$ cat config.mk
export PLATFORM = sky130hd
export DESIGN_NAME = twm_timer_wave
export DESIGN_NICKNAME = d
export VERILOG_FILES = /design/src/twm_pkg.sv /design/src/twm_timer_wave.sv
export SDC_FILE = /design/constraint.sdc
export NUM_CORES = 1
export LEC_CHECK = 0
export BUFFER_PORTS_ARGS = -buffer_cell sky130_fd_sc_hd__buf_2
export CORE_ASPECT_RATIO = 1.25
export CORE_MARGIN = 4
export CORE_UTILIZATION = 51
export CTS_BUF_LIST = sky130_fd_sc_hd__clkbuf_4 sky130_fd_sc_hd__clkbuf_8
export DETAILED_ROUTE_END_ITERATION = 10
export GPL_TIMING_DRIVEN = 0
export PLACE_DENSITY = 0.73
export SYNTH_ARGS = -nofsm -noshare
export SYNTH_HDL_FRONTEND = slang
export SYNTH_SLANG_ARGS = --single-unit
export TNS_END_PERCENT = 50
$ cat constraint.sdc
create_clock -name core_clk -period 3.6 [get_ports core_clk]
set_input_delay 0.36 -clock core_clk [delete_from_list [all_inputs] [get_ports core_clk]]
set_output_delay 0.36 -clock core_clk [all_outputs]
set_load 0.01 [all_outputs]
$ cat src/twm_pkg.sv
/*
  Package for the 16-bit timer waveform-mode control block: register
  offsets, field positions, reset values, mode encodings and state types.
  Assumes a single 40 MHz core clock and an 8-bit AXI4-Lite byte address.
*/
`default_nettype none

package twm_pkg;

  ////////////////////////////////////////////////////////////////////////////
  // Register byte offsets
  localparam logic [7:0] ADDR_CTRL_A   = 8'h80;
  localparam logic [7:0] ADDR_CTRL_B   = 8'h84;
  localparam logic [7:0] ADDR_CMP_A    = 8'h88;
  localparam logic [7:0] ADDR_CMP_B    = 8'h8C;
  localparam logic [7:0] ADDR_CAPT     = 8'h90;
  localparam logic [7:0] ADDR_COUNT    = 8'h94;
  localparam logic [7:0] ADDR_PORT_DIR = 8'h98;
  localparam logic [7:0] ADDR_IRQ_STAT = 8'h9C;
  localparam logic [7:0] ADDR_IRQ_EN   = 8'hA0;
  localparam logic [7:0] ADDR_IRQ_CLR  = 8'hA4;

  ////////////////////////////////////////////////////////////////////////////
  // Field positions and write masks
  localparam int unsigned CHA_MODE_LSB = 6;
  localparam int unsigned CHB_MODE_LSB = 4;
  localparam int unsigned WGM_LOW_LSB  = 0;
  localparam int unsigned WGM_HIGH_LSB = 3;
  localparam logic [7:0]  CTRL_A_WMASK = 8'hF3;
  localparam logic [7:0]  CTRL_B_WMASK = 8'h18;
  localparam int unsigned IRQ_OVF      = 0;
  localparam int unsigned IRQ_MATCH_A  = 1;
  localparam int unsigned IRQ_MATCH_B  = 2;

  ////////////////////////////////////////////////////////////////////////////
  // Reset values and counter landmarks
  localparam logic [7:0]  CTRL_RESET = 8'h00;
  localparam logic [15:0] WORD_RESET = 16'h0000;
  localparam logic [15:0] BOTTOM     = 16'h0000;
  localparam logic [15:0] TOP_MAX    = 16'hFFFF;
  localparam logic [15:0] TOP_8BIT   = 16'h00FF;
  localparam logic [15:0] TOP_9BIT   = 16'h01FF;
  localparam logic [15:0] TOP_10BIT  = 16'h03FF;
  localparam logic [1:0]  RESP_OKAY  = 2'h0;
  localparam logic [1:0]  RESP_SLVERR = 2'h2;

  ////////////////////////////////////////////////////////////////////////////
  // Waveform modes named in channel decoding
  localparam logic [3:0] WGM_PFC_CMPA  = 4'h9;
  localparam logic [3:0] WGM_PC_CMPA   = 4'hB;
  localparam logic [3:0] WGM_RESERVED  = 4'hD;
  localparam logic [3:0] WGM_FAST_CAPT = 4'hE;
  localparam logic [3:0] WGM_FAST_CMPA = 4'hF;

  typedef enum logic [2:0] {TWM_NORMAL, TWM_CTC, TWM_FAST, TWM_PC, TWM_PFC} twm_kind_e;
  typedef enum logic [1:0] {TWM_TOP_FIXED, TWM_TOP_CMPA, TWM_TOP_CAPT} twm_topsrc_e;
  typedef enum logic [1:0] {TWM_AT_NOW, TWM_AT_TOP, TWM_AT_BOTTOM, TWM_AT_MAX} twm_point_e;

  typedef struct packed {
    twm_kind_e   kind;
    twm_topsrc_e topSrc;
    logic [15:0] fixedTop;
    twm_point_e  update;
    twm_point_e  ovfAt;
  } twm_mode_s;

  typedef struct packed {
    logic [7:0]  ctrlA;
    logic [7:0]  ctrlB;
    logic [15:0] cmpBufA;
    logic [15:0] cmpBufB;
    logic [15:0] cmpA;
    logic [15:0] cmpB;
    logic [15:0] capt;
    logic [15:0] count;
    logic        countUp;
    logic [1:0]  portDir;
    logic        waveA;
    logic        waveB;
    logic [2:0]  irqStat;
    logic [2:0]  irqEn;
    logic        irq;
    logic        awHave;
    logic [7:0]  awAddr;
    logic        wHave;
    logic [31:0] wData;
    logic [3:0]  wStrb;
    logic        awready;
    logic        wready;
    logic        bvalid;
    logic [1:0]  bresp;
    logic        arready;
    logic        rvalid;
    logic [31:0] rdata;
    logic [1:0]  rresp;
    logic        pinOutA;
    logic        pinOutB;
    logic        pinOeA;
    logic        pinOeB;
  } twm_state_s;

  // One decode shared by counter, reload and flag logic
  function automatic twm_mode_s twm_decode(input logic [3:0] wgm);
    twm_mode_s m;
    begin
      m = '{TWM_NORMAL, TWM_TOP_FIXED, TOP_MAX, TWM_AT_NOW, TWM_AT_MAX};
      case (wgm)
        4'h1: m = '{TWM_PC, TWM_TOP_FIXED, TOP_8BIT, TWM_AT_TOP, TWM_AT_BOTTOM};
        4'h2: m = '{TWM_PC, TWM_TOP_FIXED, TOP_9BIT, TWM_AT_TOP, TWM_AT_BOTTOM};
        4'h3: m = '{TWM_PC, TWM_TOP_FIXED, TOP_10BIT, TWM_AT_TOP, TWM_AT_BOTTOM};
        4'h4: m = '{TWM_CTC, TWM_TOP_CMPA, TOP_MAX, TWM_AT_NOW, TWM_AT_MAX};
        4'h5: m = '{TWM_FAST, TWM_TOP_FIXED, TOP_8BIT, TWM_AT_BOTTOM, TWM_AT_TOP};
        4'h6: m = '{TWM_FAST, TWM_TOP_FIXED, TOP_9BIT, TWM_AT_BOTTOM, TWM_AT_TOP};
        4'h7: m = '{TWM_FAST, TWM_TOP_FIXED, TOP_10BIT, TWM_AT_BOTTOM, TWM_AT_TOP};
        4'h8: m = '{TWM_PFC, TWM_TOP_CAPT, TOP_MAX, TWM_AT_BOTTOM, TWM_AT_BOTTOM};
        4'h9: m = '{TWM_PFC, TWM_TOP_CMPA, TOP_MAX, TWM_AT_BOTTOM, TWM_AT_BOTTOM};
        4'hA: m = '{TWM_PC, TWM_TOP_CAPT, TOP_MAX, TWM_AT_TOP, TWM_AT_BOTTOM};
        4'hB: m = '{TWM_PC, TWM_TOP_CMPA, TOP_MAX, TWM_AT_TOP, TWM_AT_BOTTOM};
        4'hC: m = '{TWM_CTC, TWM_TOP_CAPT, TOP_MAX, TWM_AT_NOW, TWM_AT_MAX};
        4'hE: m = '{TWM_FAST, TWM_TOP_CAPT, TOP_MAX, TWM_AT_BOTTOM, TWM_AT_TOP};
        4'hF: m = '{TWM_FAST, TWM_TOP_CMPA, TOP_MAX, TWM_AT_BOTTOM, TWM_AT_TOP};
        default: m = '{TWM_NORMAL, TWM_TOP_FIXED, TOP_MAX, TWM_AT_NOW, TWM_AT_MAX};
      endcase
      return m;
    end
  endfunction : twm_decode

endpackage : twm_pkg

`default_nettype wire

$ cat src/twm_timer_wave.sv
/*
  16-bit timer with waveform-mode selection and two compare output pins,
  registers behind an AXI4-Lite slave, one level interrupt.
  Assumes one 40 MHz clock, timer counting on every clock, and that the
  outside pad logic forms the wire from pin output and enable.
*/
// How it works
// - Channel A mode bits 7:6, B 5:4
// - Nonzero channel mode overrides the port pin; not in mode 13, nor mode 1 in PWM except A in 9/11/14/15
// - Pin driver follows the direction bit only
// - Non-PWM: off, toggle, clear, set on match
// - Fast mode 1: A toggles only in 14/15
// - Fast mode 2: clear at match, set BOTTOM
// - Fast mode 3: set at match, clear BOTTOM
// - Fast, compare equals TOP: act at TOP
// - Dual-slope mode 1: A toggles only 9/11
// - Dual mode 2: clear up, set down
// - Dual mode 3: set up, clear down
// - Mode joins low bits with second register
// - Modes 0,4,12: immediate reload, flag at MAX
// - Modes 1-3: fixed TOP, phase correct
// - Fast modes reload BOTTOM, flag at TOP
// - Modes 8,9: reload and flag at BOTTOM
// - Modes 10,11: reload TOP, flag BOTTOM
`timescale 1ns/1ps
`default_nettype none

module twm_timer_wave (
  input  wire logic        core_clk,
  input  wire logic        rst_n,
  input  wire logic [7:0]  s_axi_awaddr,
  input  wire logic        s_axi_awvalid,
  output var  logic        s_axi_awready,
  input  wire logic [31:0] s_axi_wdata,
  input  wire logic [3:0]  s_axi_wstrb,
  input  wire logic        s_axi_wvalid,
  output var  logic        s_axi_wready,
  output var  logic [1:0]  s_axi_bresp,
  output var  logic        s_axi_bvalid,
  input  wire logic        s_axi_bready,
  input  wire logic [7:0]  s_axi_araddr,
  input  wire logic        s_axi_arvalid,
  output var  logic        s_axi_arready,
  output var  logic [31:0] s_axi_rdata,
  output var  logic [1:0]  s_axi_rresp,
  output var  logic        s_axi_rvalid,
  input  wire logic        s_axi_rready,
  input  wire logic        portOutA,
  input  wire logic        portOutB,
  output var  logic        pinOutA,
  output var  logic        pinOeA,
  output var  logic        pinOutB,
  output var  logic        pinOeB,
  output var  logic        irq
);

  ////////////////////////////////////////////////////////////////////////////
  // Helpers

  function automatic logic is_mapped(input logic [7:0] a);
    begin
      return (a == twm_pkg::ADDR_CTRL_A) || (a == twm_pkg::ADDR_CTRL_B) ||
             (a == twm_pkg::ADDR_CMP_A) || (a == twm_pkg::ADDR_CMP_B) ||
             (a == twm_pkg::ADDR_CAPT) || (a == twm_pkg::ADDR_COUNT) ||
             (a == twm_pkg::ADDR_PORT_DIR) || (a == twm_pkg::ADDR_IRQ_STAT) ||
             (a == twm_pkg::ADDR_IRQ_EN) || (a == twm_pkg::ADDR_IRQ_CLR);
    end
  endfunction : is_mapped

  function automatic logic [15:0] merge16(input logic [15:0] old, input logic [31:0] d,
                                          input logic [3:0] strb);
    begin
      return {strb[1] ? d[15:8] : old[15:8], strb[0] ? d[7:0] : old[7:0]};
    end
  endfunction : merge16

  // Returns {connected, next level} for one channel
  function automatic logic [1:0] chan_step(input logic [1:0] com, input logic cur,
                                           input logic hit, input logic isA,
                                           input twm_pkg::twm_kind_e kind,
                                           input logic [3:0] wgm, input logic atTop,
                                           input logic atBot, input logic cmpIsTop,
                                           input logic up);
    logic conn;
    logic val;
    begin
      conn = (com != 2'h0);
      val  = cur;
      case (kind)
        twm_pkg::TWM_FAST: begin
          if (com == 2'h1) begin
            conn = isA && (wgm == twm_pkg::WGM_FAST_CAPT || wgm == twm_pkg::WGM_FAST_CMPA);
            if (conn && hit) begin
              val = ~cur;
            end
          end else if (com[1]) begin
            if (atBot) begin
              val = ~com[0];
            end
            // Compare at TOP: ignore the match, act at TOP
            if (cmpIsTop ? atTop : hit) begin
              val = com[0];
            end
          end
        end
        twm_pkg::TWM_PC, twm_pkg::TWM_PFC: begin
          if (com == 2'h1) begin
            conn = isA && (wgm == twm_pkg::WGM_PFC_CMPA || wgm == twm_pkg::WGM_PC_CMPA);
            if (conn && hit) begin
              val = ~cur;
            end
          end else if (com[1] && hit) begin
            val = up ? com[0] : ~com[0];
          end
        end
        default: begin
          if (hit) begin
            case (com)
              2'h1:    val = ~cur;
              2'h2:    val = 1'b0;
              2'h3:    val = 1'b1;
              default: val = cur;
            endcase
          end
        end
      endcase
      if (wgm == twm_pkg::WGM_RESERVED) begin
        conn = 1'b0;
      end
      return {conn, val};
    end
  endfunction : chan_step

  ////////////////////////////////////////////////////////////////////////////
  // State

  twm_pkg::twm_state_s s_q;
  twm_pkg::twm_state_s s_d;
  twm_pkg::twm_mode_s  mode;
  logic [3:0]          wgm;
  logic [15:0]         top;
  logic                atTop;
  logic                atBot;
  logic                atMax;
  logic                hitA;
  logic                hitB;
  logic                ovfEvt;
  logic                reload;
  logic [1:0]          stepA;
  logic [1:0]          stepB;
  logic                doWrite;
  logic [7:0]          wAddr;
  logic [31:0]         wData;
  logic [3:0]          wStrb;
  logic [2:0]          irqSet;
  logic [31:0]         rdWord;

  always_comb begin
    s_d = s_q;

    //////////////////////////////////////////////////////////////////////////
    // Timer core
    wgm  = {s_q.ctrlB[twm_pkg::WGM_HIGH_LSB +: 2], s_q.ctrlA[twm_pkg::WGM_LOW_LSB +: 2]};
    mode = twm_pkg::twm_decode(wgm);
    case (mode.topSrc)
      twm_pkg::TWM_TOP_CMPA: top = s_q.cmpA;
      twm_pkg::TWM_TOP_CAPT: top = s_q.capt;
      default:               top = mode.fixedTop;
    endcase
    atTop = (s_q.count == top);
    atBot = (s_q.count == twm_pkg::BOTTOM);
    atMax = (s_q.count == twm_pkg::TOP_MAX);
    hitA  = (s_q.count == s_q.cmpA);
    hitB  = (s_q.count == s_q.cmpB);

    if (mode.kind == twm_pkg::TWM_PC || mode.kind == twm_pkg::TWM_PFC) begin
      if (s_q.countUp) begin
        s_d.count   = atTop ? s_q.count - 16'h0001 : s_q.count + 16'h0001;
        s_d.countUp = ~atTop;
      end else begin
        s_d.count   = atBot ? s_q.count + 16'h0001 : s_q.count - 16'h0001;
        s_d.countUp = atBot;
      end
    end else begin
      // A TOP below the count runs on to MAX and wraps
      s_d.count   = atTop ? twm_pkg::BOTTOM : s_q.count + 16'h0001;
      s_d.countUp = 1'b1;
    end

    case (mode.update)
      twm_pkg::TWM_AT_TOP:    reload = atTop;
      twm_pkg::TWM_AT_BOTTOM: reload = atBot;
      default:                reload = 1'b1;
    endcase
    if (reload) begin
      s_d.cmpA = s_q.cmpBufA;
      s_d.cmpB = s_q.cmpBufB;
    end

    case (mode.ovfAt)
      twm_pkg::TWM_AT_TOP:    ovfEvt = atTop;
      twm_pkg::TWM_AT_BOTTOM: ovfEvt = atBot;
      twm_pkg::TWM_AT_MAX:    ovfEvt = atMax;
      default:                ovfEvt = 1'b0;
    endcase

    stepA = chan_step(s_q.ctrlA[twm_pkg::CHA_MODE_LSB +: 2], s_q.waveA, hitA, 1'b1,
                      mode.kind, wgm, atTop, atBot, s_q.cmpA == top, s_q.countUp);
    stepB = chan_step(s_q.ctrlA[twm_pkg::CHB_MODE_LSB +: 2], s_q.waveB, hitB, 1'b0,
                      mode.kind, wgm, atTop, atBot, s_q.cmpB == top, s_q.countUp);
    s_d.waveA = stepA[0];
    s_d.waveB = stepB[0];

    // Pins registered so every output comes from a flop
    s_d.pinOutA = stepA[1] ? stepA[0] : portOutA;
    s_d.pinOutB = stepB[1] ? stepB[0] : portOutB;
    s_d.pinOeA  = s_q.portDir[0];
    s_d.pinOeB  = s_q.portDir[1];

    //////////////////////////////////////////////////////////////////////////
    // AXI4-Lite write
    if (s_q.bvalid && s_axi_bready) begin
      s_d.bvalid = 1'b0;
    end
    if (s_axi_awvalid && s_q.awready) begin
      s_d.awHave = 1'b1;
      s_d.awAddr = s_axi_awaddr;
    end
    if (s_axi_wvalid && s_q.wready) begin
      s_d.wHave = 1'b1;
      s_d.wData = s_axi_wdata;
      s_d.wStrb = s_axi_wstrb;
    end
    doWrite = s_d.awHave && s_d.wHave && !s_d.bvalid;
    wAddr   = s_d.awAddr;
    wData   = s_d.wData;
    wStrb   = s_d.wStrb;
    irqSet  = {hitB, hitA, ovfEvt};
    if (doWrite) begin
      s_d.awHave = 1'b0;
      s_d.wHave  = 1'b0;
      s_d.bvalid = 1'b1;
      s_d.bresp  = is_mapped(wAddr) ? twm_pkg::RESP_OKAY : twm_pkg::RESP_SLVERR;
      if (wStrb[0]) begin
        case (wAddr)
          twm_pkg::ADDR_CTRL_A:   s_d.ctrlA = wData[7:0] & twm_pkg::CTRL_A_WMASK;
          twm_pkg::ADDR_CTRL_B:   s_d.ctrlB = wData[7:0] & twm_pkg::CTRL_B_WMASK;
          twm_pkg::ADDR_PORT_DIR: s_d.portDir = wData[1:0];
          twm_pkg::ADDR_IRQ_EN:   s_d.irqEn = wData[2:0];
          twm_pkg::ADDR_IRQ_CLR:  s_d.irqStat = s_q.irqStat & ~wData[2:0];
          default:                s_d.irqEn = s_d.irqEn;
        endcase
      end
      case (wAddr)
        twm_pkg::ADDR_CMP_A: s_d.cmpBufA = merge16(s_q.cmpBufA, wData, wStrb);
        twm_pkg::ADDR_CMP_B: s_d.cmpBufB = merge16(s_q.cmpBufB, wData, wStrb);
        twm_pkg::ADDR_CAPT:  s_d.capt = merge16(s_q.capt, wData, wStrb);
        twm_pkg::ADDR_COUNT: s_d.count = merge16(s_q.count, wData, wStrb);
        default:             s_d.capt = s_d.capt;
      endcase
    end
    // Set after clear so an event in the clearing cycle survives
    s_d.irqStat = s_d.irqStat | irqSet;
    s_d.irq     = |(s_d.irqStat & s_d.irqEn);
    s_d.awready = !s_d.awHave && !s_d.bvalid;
    s_d.wready  = !s_d.wHave && !s_d.bvalid;

    //////////////////////////////////////////////////////////////////////////
    // AXI4-Lite read
    case (s_axi_araddr)
      twm_pkg::ADDR_CTRL_A:   rdWord = {24'h00_0000, s_q.ctrlA};
      twm_pkg::ADDR_CTRL_B:   rdWord = {24'h00_0000, s_q.ctrlB};
      twm_pkg::ADDR_CMP_A:    rdWord = {16'h0000, s_q.cmpBufA};
      twm_pkg::ADDR_CMP_B:    rdWord = {16'h0000, s_q.cmpBufB};
      twm_pkg::ADDR_CAPT:     rdWord = {16'h0000, s_q.capt};
      twm_pkg::ADDR_COUNT:    rdWord = {16'h0000, s_q.count};
      twm_pkg::ADDR_PORT_DIR: rdWord = {30'h0000_0000, s_q.portDir};
      twm_pkg::ADDR_IRQ_STAT: rdWord = {29'h0000_0000, s_q.irqStat};
      twm_pkg::ADDR_IRQ_EN:   rdWord = {29'h0000_0000, s_q.irqEn};
      default:                rdWord = 32'h0000_0000;
    endcase
    if (s_q.rvalid && s_axi_rready) begin
      s_d.rvalid = 1'b0;
    end
    if (s_axi_arvalid && s_q.arready) begin
      s_d.rvalid = 1'b1;
      s_d.rdata  = rdWord;
      s_d.rresp  = is_mapped(s_axi_araddr) ? twm_pkg::RESP_OKAY : twm_pkg::RESP_SLVERR;
    end
    s_d.arready = !s_d.rvalid;
  end

  always_ff @(posedge core_clk or negedge rst_n) begin
    if (!rst_n) begin
      s_q         <= '0;
      s_q.ctrlA   <= twm_pkg::CTRL_RESET;
      s_q.ctrlB   <= twm_pkg::CTRL_RESET;
      s_q.count   <= twm_pkg::WORD_RESET;
      s_q.countUp <= 1'b1;
    end else begin
      s_q <= s_d;
    end
  end

  ////////////////////////////////////////////////////////////////////////////
  // Outputs

  assign s_axi_awready = s_q.awready;
  assign s_axi_wready  = s_q.wready;
  assign s_axi_bvalid  = s_q.bvalid;
  assign s_axi_bresp   = s_q.bresp;
  assign s_axi_arready = s_q.arready;
  assign s_axi_rvalid  = s_q.rvalid;
  assign s_axi_rdata   = s_q.rdata;
  assign s_axi_rresp   = s_q.rresp;
  assign pinOutA       = s_q.pinOutA;
  assign pinOeA        = s_q.pinOeA;
  assign pinOutB       = s_q.pinOutB;
  assign pinOeB        = s_q.pinOeB;
  assign irq           = s_q.irq;

endmodule : twm_timer_wave

`default_nettype wire

Word level (Yosys, flattened, before mapping)
Memories as Yosys holds them, arrays and structs flattened. Cells that the tools add are included.

Equal/unequal tests: 49. $add $sub $neg: 2. Bitwise gates (word level): 9. Multiplexer cells: 60. Reductions and logical operators: 54.

Operator list (number): $eq A8 B8 Y1 const B (20); $pmux W16 S9 (1); $eq A16 B16 Y1 (5); $mux W16 (5); $mux W37 (1); $mux W35 (1); $mux W17 (2); $mux W1 (32); $pmux W16 S2 (1); $reduce_and A3 Y1 (9); $logic_or A1 B1 Y1 (21); $eq A4 B4 Y1 const B (5); $add A16 B1 Y16 const B (1); $eq A16 B16 Y1 const B (1); $eq A2 B2 Y1 const B (8); $logic_not A16 Y1 (1); $mux W8 (2); $sub A16 B1 Y16 const B (1); $logic_and A1 B1 Y1 (13); $mux W6 (2); $eq A2 B1 Y1 const B (5); $mux W3 (3); $mux W9 (1); $pmux W1 S3 (3); other kinds (13) (30).

Flip-flop bits (word level): 207. Memory bits (read-only): 272. Memories: 1. Input bits: 61.

Memory list: (name not given) (words 16, width 17, rd ports 1, clocked after memory_dff 0, wr ports 0, RTL line twm_pkg.sv:107) `case (wgm)`.

Longest topological paths before layout
Gate-level depths: netlist of the first run.

Depth after elaboration: 16. Depth in mapped cells: 18.

Least setup slack after synthesis of the first run
Ideal clock, no wire load.

Path kind: flip-flop to flip-flop. Start: reg s_q[208] in the netlist's numbering. End: reg s_q[110] in the netlist's numbering. Library setup time: 0.126 ns. Arrival: 3.744 ns. Buffers on the path: 2. Clock period less this slack: 3.870 ns. Path slack: -0.270 ns. Cell stages (with the launch flop): 17. Data required time: 3.474 ns. Cell sequence: dfrtp_1 > inv_1 > ha_1 > nand2b_1 > o211ai_1 > inv_1 > ha_1 > buf_2 > a221o_1 > or4b_1 > o31ai_1 > o2111ai_2 > or4b_1 > nand3b_2 > buf_6 > o32ai_1 > a221o_1.

Cells in the longest elaborated chain, start to end: 9. Elaborated cells on any way between the ends: 14. Those cells by class: eq/ne (5); mux (7); reduce/logical (1); memory (1).

Ends and longest elaborated chain: start: declaration (RTL line twm_timer_wave.sv:137) `twm_pkg::twm_state_s s_q;`; $mem_v2 Z16 W17 *; $eq A2 B2 Y1 / $eq A2 B1 Y1 (equally long branches) (RTL line twm_timer_wave.sv:165) `case (mode.topSrc)`; $pmux W16 S2 (RTL line twm_timer_wave.sv:165); $eq A16 B16 Y1 (RTL line twm_timer_wave.sv:170) `atTop = (s_q.count == top);`; $mux W16 (RTL line twm_timer_wave.sv:178) `s_d.count = atTop ? s_q.count - 16'h0001 : s_q.count + 16'h0001;`; $mux W17 (RTL line twm_timer_wave.sv:177) `if (s_q.countUp) begin`; $mux W17 * (RTL line twm_timer_wave.sv:176) `if (mode.kind == twm_pkg::TWM_PC || mode.kind == twm_pkg::TWM_PFC) begin`; $mux W16 (RTL line twm_timer_wave.sv:254) `case (wAddr)`; $mux W16 * (RTL line twm_timer_wave.sv:239) `if (doWrite) begin`.

Every way passes the cells marked *; elsewhere a longest branch is shown, timed or not. A chain may end at the register's enable or synchronous reset.

Worst setup path in the final report of the first run
Start: reg s_q[208] in the netlist's numbering. End: reg s_q[141] in the netlist's numbering.

Cells in the longest elaborated chain, start to end: 5. Elaborated cells on any way between the ends: 8. Those cells by class: eq/ne (5); mux (2); memory (1).

Ends and longest elaborated chain: $mem_v2 Z16 W17 *; $eq A2 B2 Y1 / $eq A2 B1 Y1 (equally long branches) (RTL line twm_timer_wave.sv:165); $pmux W16 S2 (RTL line twm_timer_wave.sv:165); $eq A16 B16 Y1 (RTL line twm_timer_wave.sv:170); $pmux W1 S2 * (RTL line twm_timer_wave.sv:190) `case (mode.update)`.

Marked as above.

==> metrics.csv, run 1 <==
metric,value,unit
status,"complete, but fails checks",
failing checks,negative setup slack,
overall die area,21100,um^2
first-pass GRT wire length,45000,um
Worst-path clk slew,0.10,ns
per-cell routed wire length,21.4,um
crit path launch type,flip-flop,
final antenna-violating net count,0,
Netlist cell types,73,
"Hold Vio Cnt, Final",0,
Biggest register,s_q,
sequential fraction of the synthesis area,44.5,%
GR Util met1,34.8,%
Pleak,0.00555,uW
Syn Area/Cell,9.58,um^2
Crit. path cell count,17,
Crit Path Max Fanout,8,
YS warnings,0,
Setup crit start,s_q[208],
# IOs,107,
gr ovfl total,0,
fillers,1478,
"Setup violations, final",49,
capture point of the worst reg-to-reg path,s_q[141],
clock tree root driver cell,clkbuf_8,
final core occ,64.1,%
Starting Density,52.6,%
CP peak stage delay,0.51,ns
clock latency on the worst-skew pair,0.48,ns
r2r worst-path depth,17,
input/output buffers,70,
initial antenna violation count,1,
fraction of layout instances using a drive strength above 1,24.8,%
"commonest non-fill, non-tap cells in the layout","dfrtp_1 (166), nor2_1 (89), nand2_1 (74)",
met3 usage,5.43,%
Synth Cell Area,9620,um^2
DP Worst Slack,-1.15,ns
Critical Path Most Common Cell,buf_4,
actual slew at the worst max-slew pin,1.10,ns
fmax,252,MHz
n_diodes,0,
maximum VDD drop,0.304,mV
Final WS setup,-0.375,ns
Area growth syn-to-layout,21.9,%
worst-path cell chain,"buf_4, ha_2, a21boi_4, a21oi_4, buf_6, ha_4, buf_8, a221o_1, or4b_4, o31ai_4, o2111ai_2, buf_4, nor3_4, a221o_2, buf_12, clkbuf_16, mux2_4",
H-tree Lvls,4,
fin crit period,3.97,ns
max-slew violation count,0,
Cells after Synth,1004,
Worst Setup End Kind,flip-flop,
worst reg2reg path startpoint,s_q[208],
Final period util,110,%
"commonest non-fill, non-tap cell in the layout",dfrtp_1,
total wire length,29700,um
GRT busiest layer,met2,
fin nets,1224,
Largest register FFs,141,
Register Area,4290,um^2
Rows,55,
ys async rst share,100,%
Crit path max-delay family,compound AO/OA/AOI/OAI gates,
Die Ht,162,um
DIE WIDTH,131,um
Multi-input gate area,5140,um^2
number of synthesized flops with an enable pin,0,
Seq cells post-synth,171,
routing usage on met2,44.7,%
Crit-path slowest cell,or4b_4,
CTS Buf Count,17,
GR Util All Layers,27.6,%
GPL Wtd Cong,0.981,
vias,8495,
clock sinks,171,
Worst Path Required,3.97,ns
power per cell area,638,nW/um^2
vias in the first global route,8157,
WP buf/inv,6,
worst hold path class,input port to flip-flop,
DP HPWL,20900,um
total DRC errors in the routed layout,0,
clk_skew,0.0131,ns
first-pass detailed-route iteration total,8,
max cap viols,0,
Slew HR,24.9,%
largest net degree at the start of global routing,101,
r2r setup slk,-0.37,ns
Via density,6.13,
Setup CP Type,flip-flop to flip-flop,
RSZ-0062 raised after global routing,true,
Main synth FF type,dfrtp_1,
clk buf depth,2,
CTS tree,built,
WP data arrival,4.34,ns
initial DRC count,926,
CP endpoint,s_q[141],
core footprint,18300,um^2
through the flow:
stage	hold WS, ns	std cells	area [um^2]	TNS (ns)	power, uW
6_report	0.107	1385	11700	-14.98	7480
4_1_cts	0.0990	1375	11400	-12.11	7210
3_3_place_gp	0.403	1319	10400	-143.11	5270
3_5_place_dp	0.349	1320	10400	-50.22	5330
5_1_grt	0.106	1385	11700	-20.41	7830
2_1_floorplan	0.0644	1021	9750	-0.821	4480
how the worst min path moves through the flow:
| stage | startpoint | endpoint | slack [ns] | depth (start not counted) |
|---|---|---|---|---|
| after global routing | portOutB | pinOutB | 0.11 | 2 |
| after global placement | s_d[0] | pinOeB | 0.40 | 0 |
| after detailed placement | rst_n | s_axi_bvalid | 0.35 | 1 |
| final | portOutB | pinOutB | 0.11 | 2 |
| after CTS | s_axi_rready | s_axi_rvalid | 0.1 | 2 |
| after floorplan | rst_n | irq | 0.06 | 0 |
cell usage after synthesis, types with 6 or more instances:
cell | instances | area (um^2)
dfrtp_1 | 170 | 4250
a31oi_1 | 7 | 43.8
nand4_1 | 7 | 43.8
ha_1 | 18 | 225
nor3_1 | 18 | 90.1
mux2i_1 | 31 | 310
o211ai_1 | 7 | 52.6
xnor2_1 | 36 | 315
xor2_1 | 21 | 184
a221o_1 | 8 | 80.1
a22o_1 | 12 | 105
nor2_1 | 91 | 342
nor4_1 | 11 | 68.8
a221oi_1 | 28 | 245
o221ai_1 | 6 | 52.6
nand2b_1 | 9 | 56.3
a21oi_1 | 68 | 340
buf_1 | 6 | 22.5
o21ai_0 | 56 | 280
a22oi_1 | 17 | 128
clkbuf_1 | 38 | 143
nand2_1 | 75 | 282
nor2b_1 | 9 | 56.3
mux2_2 | 38 | 428
inv_1 | 51 | 191
buf_2 | 8 | 40.0
buf_4 | 38 | 285
or3_1 | 6 | 37.5
a21o_1 | 7 | 52.6
nand3_1 | 14 | 70.1
o22ai_1 | 7 | 43.8
report_power, final:
part | switching, uW | leakage (uW) | internal [uW]
Clock | 770 | 0.000216 | 731
Combinational | 1890 | 0.00310 | 1370
Sequential | 347 | 0.00224 | 2380
Total | 3000 | 0.00555 | 4480
cell type report:
type | count | area share, %
Multi-Input combinational cell | 705 | 43.8
Sequential cell | 171 | 36.5
Timing Repair Buffer | 106 | 6.45
Buffer | 92 | 5.39
Tap cell | 228 | 2.43
Clock buffer | 19 | 2.18
Inverter | 52 | 1.73
Clock inverter | 12 | 1.51
cell families after synthesis:
family,after synthesis,synth area share (%)
buffers and inverters,145,7.48
muxes,70,7.83
other,1,0.0390
DFF,171,44.5
and+or+nand+nor,281,14.5
xor gates and xnor gates,57,5.19
AOI/OAI and AO/OA,261,18.2
adders and majority gates,18,2.34
what timing repair did:
item,4_1_cts,5_1_grt
gates resized for setup,88,33
endpoints found under the setup margin,53,57
hold buffers,1,0
pin swaps,21,24
setup buffers,22,7
cloned,2,3
hold endpoints to repair,70,0
layer usage:
metal,share of wire (%),vias to the layer above
met5,0.044,-
met4,5.5,2
met3,6.7,104
met2,48,428
met1,39,4119
li1,-,3842
No activity file was read; power rests on OpenSTA's default activity.
==> inputs of run 2 (changes only) <==
--- a/config.mk
+++ b/config.mk
@@ -6,7 +6,7 @@
 export NUM_CORES = 1
 export LEC_CHECK = 0
 export BUFFER_PORTS_ARGS = -buffer_cell sky130_fd_sc_hd__buf_2
-export CORE_ASPECT_RATIO = 1.25
+export CORE_ASPECT_RATIO = 1.75
 export CORE_MARGIN = 4
 export CORE_UTILIZATION = 51
 export CTS_BUF_LIST = sky130_fd_sc_hd__clkbuf_4 sky130_fd_sc_hd__clkbuf_8
==> run 2 against run 1 <==
Compared with the run above: the run still ends with negative setup slack left; non-clock buffer count is 5 higher; final area is 0.19% lower; critical path depth stayed put; sequential power hardly changed; clock power is 11% lower; hold slack worse by 0.027 ns; critical endpoint is now s_q[108].
==> metrics.csv, run 2 (synthesis results as in run 1) <==
metric,value,unit
status,"complete, but fails checks",
failing checks,negative setup slack,
"commonest non-fill, non-tap cell in the layout",dfrtp_1,
Final period util,108,%
r2r worst-path depth,17,
"Setup violations, final",47,
Crit-path slowest cell,or4b_4,
CTS Buf Count,17,
# IOs,107,
"Cell Area, Placed",10400,um^2
worst-path cell chain,"buf_4, ha_2, a21boi_2, a21oi_4, ha_4, buf_6, buf_4, nor3b_4, buf_4, a21oi_1, o31ai_2, o2111ai_2, or4b_4, nand3b_4, buf_6, o211ai_1, a211o_1",
worst hold stages,2,
Starting Density,51.8,%
Pleak,0.00554,uW
Register Area,4290,um^2
clk_skew,0.0174,ns
Critical Path Most Common Cell,buf_4,
"Hold Vio Cnt, Final",0,
GPL Wtd Cong,1.01,
max-slew violation count,0,
actual slew at the worst max-slew pin,1.06,ns
per-cell routed wire length,22.4,um
first-pass detailed-route iteration total,6,
power per cell area,627,nW/um^2
final core occ,63.0,%
Multi-input gate area,5150,um^2
Final Instance Area,11700,um^2
fmax,257,MHz
Slew HR,27.0,%
r2r setup slk,-0.30,ns
vias,8717,
Total Power,7340,uW
Biggest register,s_q,
maximum VDD drop,0.362,mV
fillers,1588,
overall die area,21200,um^2
WP data arrival,4.27,ns
Worst Setup End Kind,flip-flop,
fraction of layout instances using a drive strength above 1,25.3,%
n_diodes,0,
RSZ-0062 raised after global routing,true,
vias in the first global route,8650,
DP HPWL,22300,um
first-pass GRT wire length,47500,um
core footprint,18600,um^2
clock latency on the worst-skew pair,0.50,ns
Largest register FFs,141,
Worst-path clk slew,0.11,ns
clk buf depth,2,
WP buf/inv,5,
Rows,66,
Final WS setup,-0.295,ns
"commonest non-fill, non-tap cells in the layout","dfrtp_1 (166), nor2_1 (89), nand2_1 (75)",
DIE WIDTH,112,um
Via density,6.22,
initial antenna violation count,0,
P_sw,3090,uW
WHS,0.0805,ns
crit path launch type,flip-flop,
gr ovfl total,0,
Die Ht,190,um
max cap viols,0,
CP peak stage delay,0.58,ns
Internal Power,4250,uW
sequential share of power,37.3,%
largest net degree at the start of global routing,104,
clock tree root driver cell,clkbuf_8,
Crit. path cell count,17,
Worst Path Required,3.98,ns
Setup CP Type,flip-flop to flip-flop,
initial DRC count,661,
worst hold path class,input port to flip-flop,
Crit path max-delay family,compound AO/OA/AOI/OAI gates,
fin crit period,3.90,ns
final antenna-violating net count,0,
switch share,42.2,%
Combinational Power Share,44.5,%
Crit Path Max Fanout,6,
H-tree Lvls,4,
clock sinks,171,
GR Util All Layers,28.9,%
CTS tree,built,
fin nets,1229,
clock power share,18.2,%
total wire length,31300,um
Area growth syn-to-layout,21.7,%
input/output buffers,70,
total DRC errors in the routed layout,0,
## run 2: changes by cell type in the layout (fill, tap and decap cells not counted), moves of 3 or more
cell / before / now
buf_12: 5 / 1
buf_4: 62 / 66
buf_6: 8 / 12
bufinv_16: 3 / 0
clkinv_4: 1 / 4
inv_8: 1 / 4
## run 2: metrics by stage
stage | worst slack [ns] | cells | setup TNS (ns)
CTS | -0.292 | 1392 | -10.09
detailed placement | -0.978 | 1330 | -43.48
global placement | -0.907 | 1329 | -128.51
global route | -0.447 | 1401 | -16.66
floorplan | -0.0463 | 1021 | -0.821
finish | -0.295 | 1401 | -10.33
## run 2: cell type report
| type | instances | area share [%] |
|---|---|---|
| multi-input cells | 705 | 44.0 |
| plain buffers | 91 | 5.09 |
| inverters | 52 | 1.73 |
| well taps | 238 | 2.54 |
| clock inverters | 14 | 1.09 |
| flip-flops and latches | 171 | 36.6 |
| repair buffers | 112 | 6.86 |
| clock buffers | 18 | 2.06 |
## run 2: final timing paths
| check | startpoint | end |
|---|---|---|
| max in group asynchronous | rst_n | s_q[141] |
| max reg2reg | s_q[207] | s_q[108] |
| min in group asynchronous | rst_n | s_q[83] |
| min reg2reg | s_d[0] | pinOeB |
| min | s_axi_rready | s_axi_rvalid |
| max | s_q[207] | s_q[108] |
## run 2: power groups by stage
stage	clock (uW)	sequential [uW]	combinational, uW
after detailed placement	0	2750	2610
final	1340	2740	3260
after floorplan	0	2640	1840
after global placement	0	2740	2560
after CTS	1350	2710	3020
after global routing	1420	2780	3490
## run 2: routing by layer
metal | global-route usage, % | wire, um
met3 | 4.52 | 2100
met5 | 0 | 0
met4 | 21.9 | 2690
met1 | 31.5 | 10800
met2 | 50.1 | 15700
## run 2: what timing repair did
action,4_1_cts,5_1_grt
resized for setup,82,39
setup endpoints to repair,53,53
endpoints found under the hold margin,68,0
setup buffers,29,7
pin swaps,24,16
gates cloned,2,2
hold buffers,1,0
==> inputs of run 3 (changes only) <==
--- a/config.mk
+++ b/config.mk
@@ -11,7 +11,6 @@
 export CORE_UTILIZATION = 51
 export CTS_BUF_LIST = sky130_fd_sc_hd__clkbuf_4 sky130_fd_sc_hd__clkbuf_8
 export DETAILED_ROUTE_END_ITERATION = 10
-export GPL_TIMING_DRIVEN = 0
 export PLACE_DENSITY = 0.73
 export SYNTH_ARGS = -nofsm -noshare
 export SYNTH_HDL_FRONTEND = slang
==> run 3 against run 2 <==
Compared with the run above: via count is 6.3% lower; largest cell class unchanged; final area is 5.7% lower; count of clock-buffer cells in the layout is 1 higher; critical endpoint is now s_q[138]; sequential share of layout area is 2.2 points higher; the flow still finishes with violations (negative setup slack); final cell count is 4.3% lower.
==> metrics.csv, run 3 (synthesis results as in run 1) <==
metric,value,unit
status,"complete, but fails checks",
failing checks,negative setup slack,
overall die area,21200,um^2
actual slew at the worst max-slew pin,1.08,ns
# IOs,107,
input/output buffers,70,
final antenna-violating net count,0,
initial antenna violation count,0,
fillers,1614,
max cap viols,0,
fin crit period,3.81,ns
Multi-input gate area,4940,um^2
GPL Wtd Cong,0.943,
n_diodes,0,
initial DRC count,685,
first-pass GRT wire length,43900,um
Non-Filler Instances,1341,
Setup CP Type,flip-flop to flip-flop,
core footprint,18600,um^2
power per cell area,628,nW/um^2
Worst-path clk slew,0.10,ns
Rows,66,
Final WS setup,-0.206,ns
Area growth syn-to-layout,14.7,%
RSZ-0062 raised after global routing,true,
Starting Density,51.8,%
clock tree root driver cell,clkbuf_8,
CTS tree,built,
clk buf depth,2,
clk_skew,0.0223,ns
"Hold Vio Cnt, Final",0,
final core occ,59.4,%
DP HPWL,20100,um
DIE WIDTH,112,um
Worst Path Required,3.95,ns
maximum VDD drop,0.362,mV
crit path launch type,flip-flop,
Largest register FFs,141,
Final period util,106,%
Die Ht,190,um
Crit Path Max Fanout,16,
per-cell routed wire length,20.9,um
Register Area,4280,um^2
largest net degree at the start of global routing,120,
Pleak,0.00527,uW
H-tree Lvls,4,
GR Util All Layers,26.4,%
vias in the first global route,7987,
worst hold path class,input port to flip-flop,
clock latency on the worst-skew pair,0.47,ns
CTS Buf Count,17,
max-slew violation count,0,
Worst Setup End Kind,flip-flop,
first-pass detailed-route iteration total,5,
WP data arrival,4.15,ns
"commonest non-fill, non-tap cell in the layout",dfrtp_1,
fraction of layout instances using a drive strength above 1,22.6,%
# placed instances,1304,
fmax,263,MHz
total DRC errors in the routed layout,0,
"Setup violations, final",46,
vias,8171,
Via density,6.09,
gr ovfl total,0,
total wire length,28000,um
"commonest non-fill, non-tap cells in the layout","dfrtp_1 (169), nor2_1 (91), nand2_1 (75)",
fin nets,1170,
Biggest register,s_q,
Slew HR,27.5,%
clock sinks,171,
## run 3: cell count changes in the layout (fill, tap and decap cells not counted), moves of 4 or more
cell,before,now
buf_1,5,0
buf_6,12,1
buf_8,5,0
clkbuf_1,34,0
inv_8,4,0
mux2_2,6,15
mux2_4,33,24
## run 3: final cells by class
type	instances	area share [%]
Clock inverter	12	1.03
Clock buffer	19	2.31
Inverter	52	1.79
Sequential cell	171	38.8
Tap cell	238	2.70
Timing Repair Buffer	143	8.63
Multi-Input combinational cell	706	44.7
## run 3: report_power, final
group          internal, uW  switching [uW]
clock network           576             752
registers              2380             478
logic                  1170            1570
## run 3: final timing paths
path / start / end / slack [ns] / depth (start not counted)
worst min register to register: s_d[0] / pinOeB / 0.44 / 0
worst max register to register: s_q[207] / s_q[138] / -0.21 / 16
min in group asynchronous: rst_n / s_axi_awready / 0.50 / 3
worst min-delay path: s_axi_rready / s_axi_rvalid / 0.10 / 2
worst max-delay path: s_q[207] / s_q[138] / -0.21 / 16
max in group asynchronous: rst_n / irq / 2.54 / 3
## run 3: repair_timing
item | CTS | global route
endpoints found under the hold margin | 41 | 0
buffers inserted | 1 | 2
hold buffers | 1 | 0
setup endpoints to repair | 48 | 51
pin swaps | 2 | 5
gates resized for setup | 21 | 24
cloned | 2 | 0
## run 3: stage by stage
step	setup TNS, ns	power (uW)	cell area, um^2	hold slack (ns)	worst slack, ns
finish	-7.63	6930	11000	0.104	-0.206
global route	-13.21	7300	11000	0.0983	-0.339
CTS	-5.01	6820	10900	0.0847	-0.137
detailed placement	-11.85	5400	10400	0.411	-0.290
global placement	-8.43	5320	10400	0.406	-0.209
floorplan	-0.821	4480	9750	0.0644	-0.0463
## run 3: worst max-delay path: stages (launching register included)
cell and delay (ns):
dfrtp_1 0.44, buf_4 0.14, buf_4 0.11, nand2_1 0.06, a21boi_2 0.16, a21oi_2 0.22
inv_1 0.10, ha_4 0.21, a221oi_2 0.33, a211oi_1 0.12, a2111oi_2 0.40, o2111ai_2 0.23
buf_4 0.20, nor3_4 0.12, a221o_2 0.28, buf_12 0.20, mux2_2 0.34
## run 3: layer usage
layer | global-route usage [%] | wire (um) | up-vias | share of wire (%)
li1 | - | - | 3730 | -
met1 | 29.8 | 10000 | 3952 | 36
met2 | 46.6 | 14400 | 383 | 52
met3 | 4.04 | 1710 | 106 | 6.1
met4 | 16.2 | 1850 | 0 | 6.6
met5 | 0 | 0 | - | 0
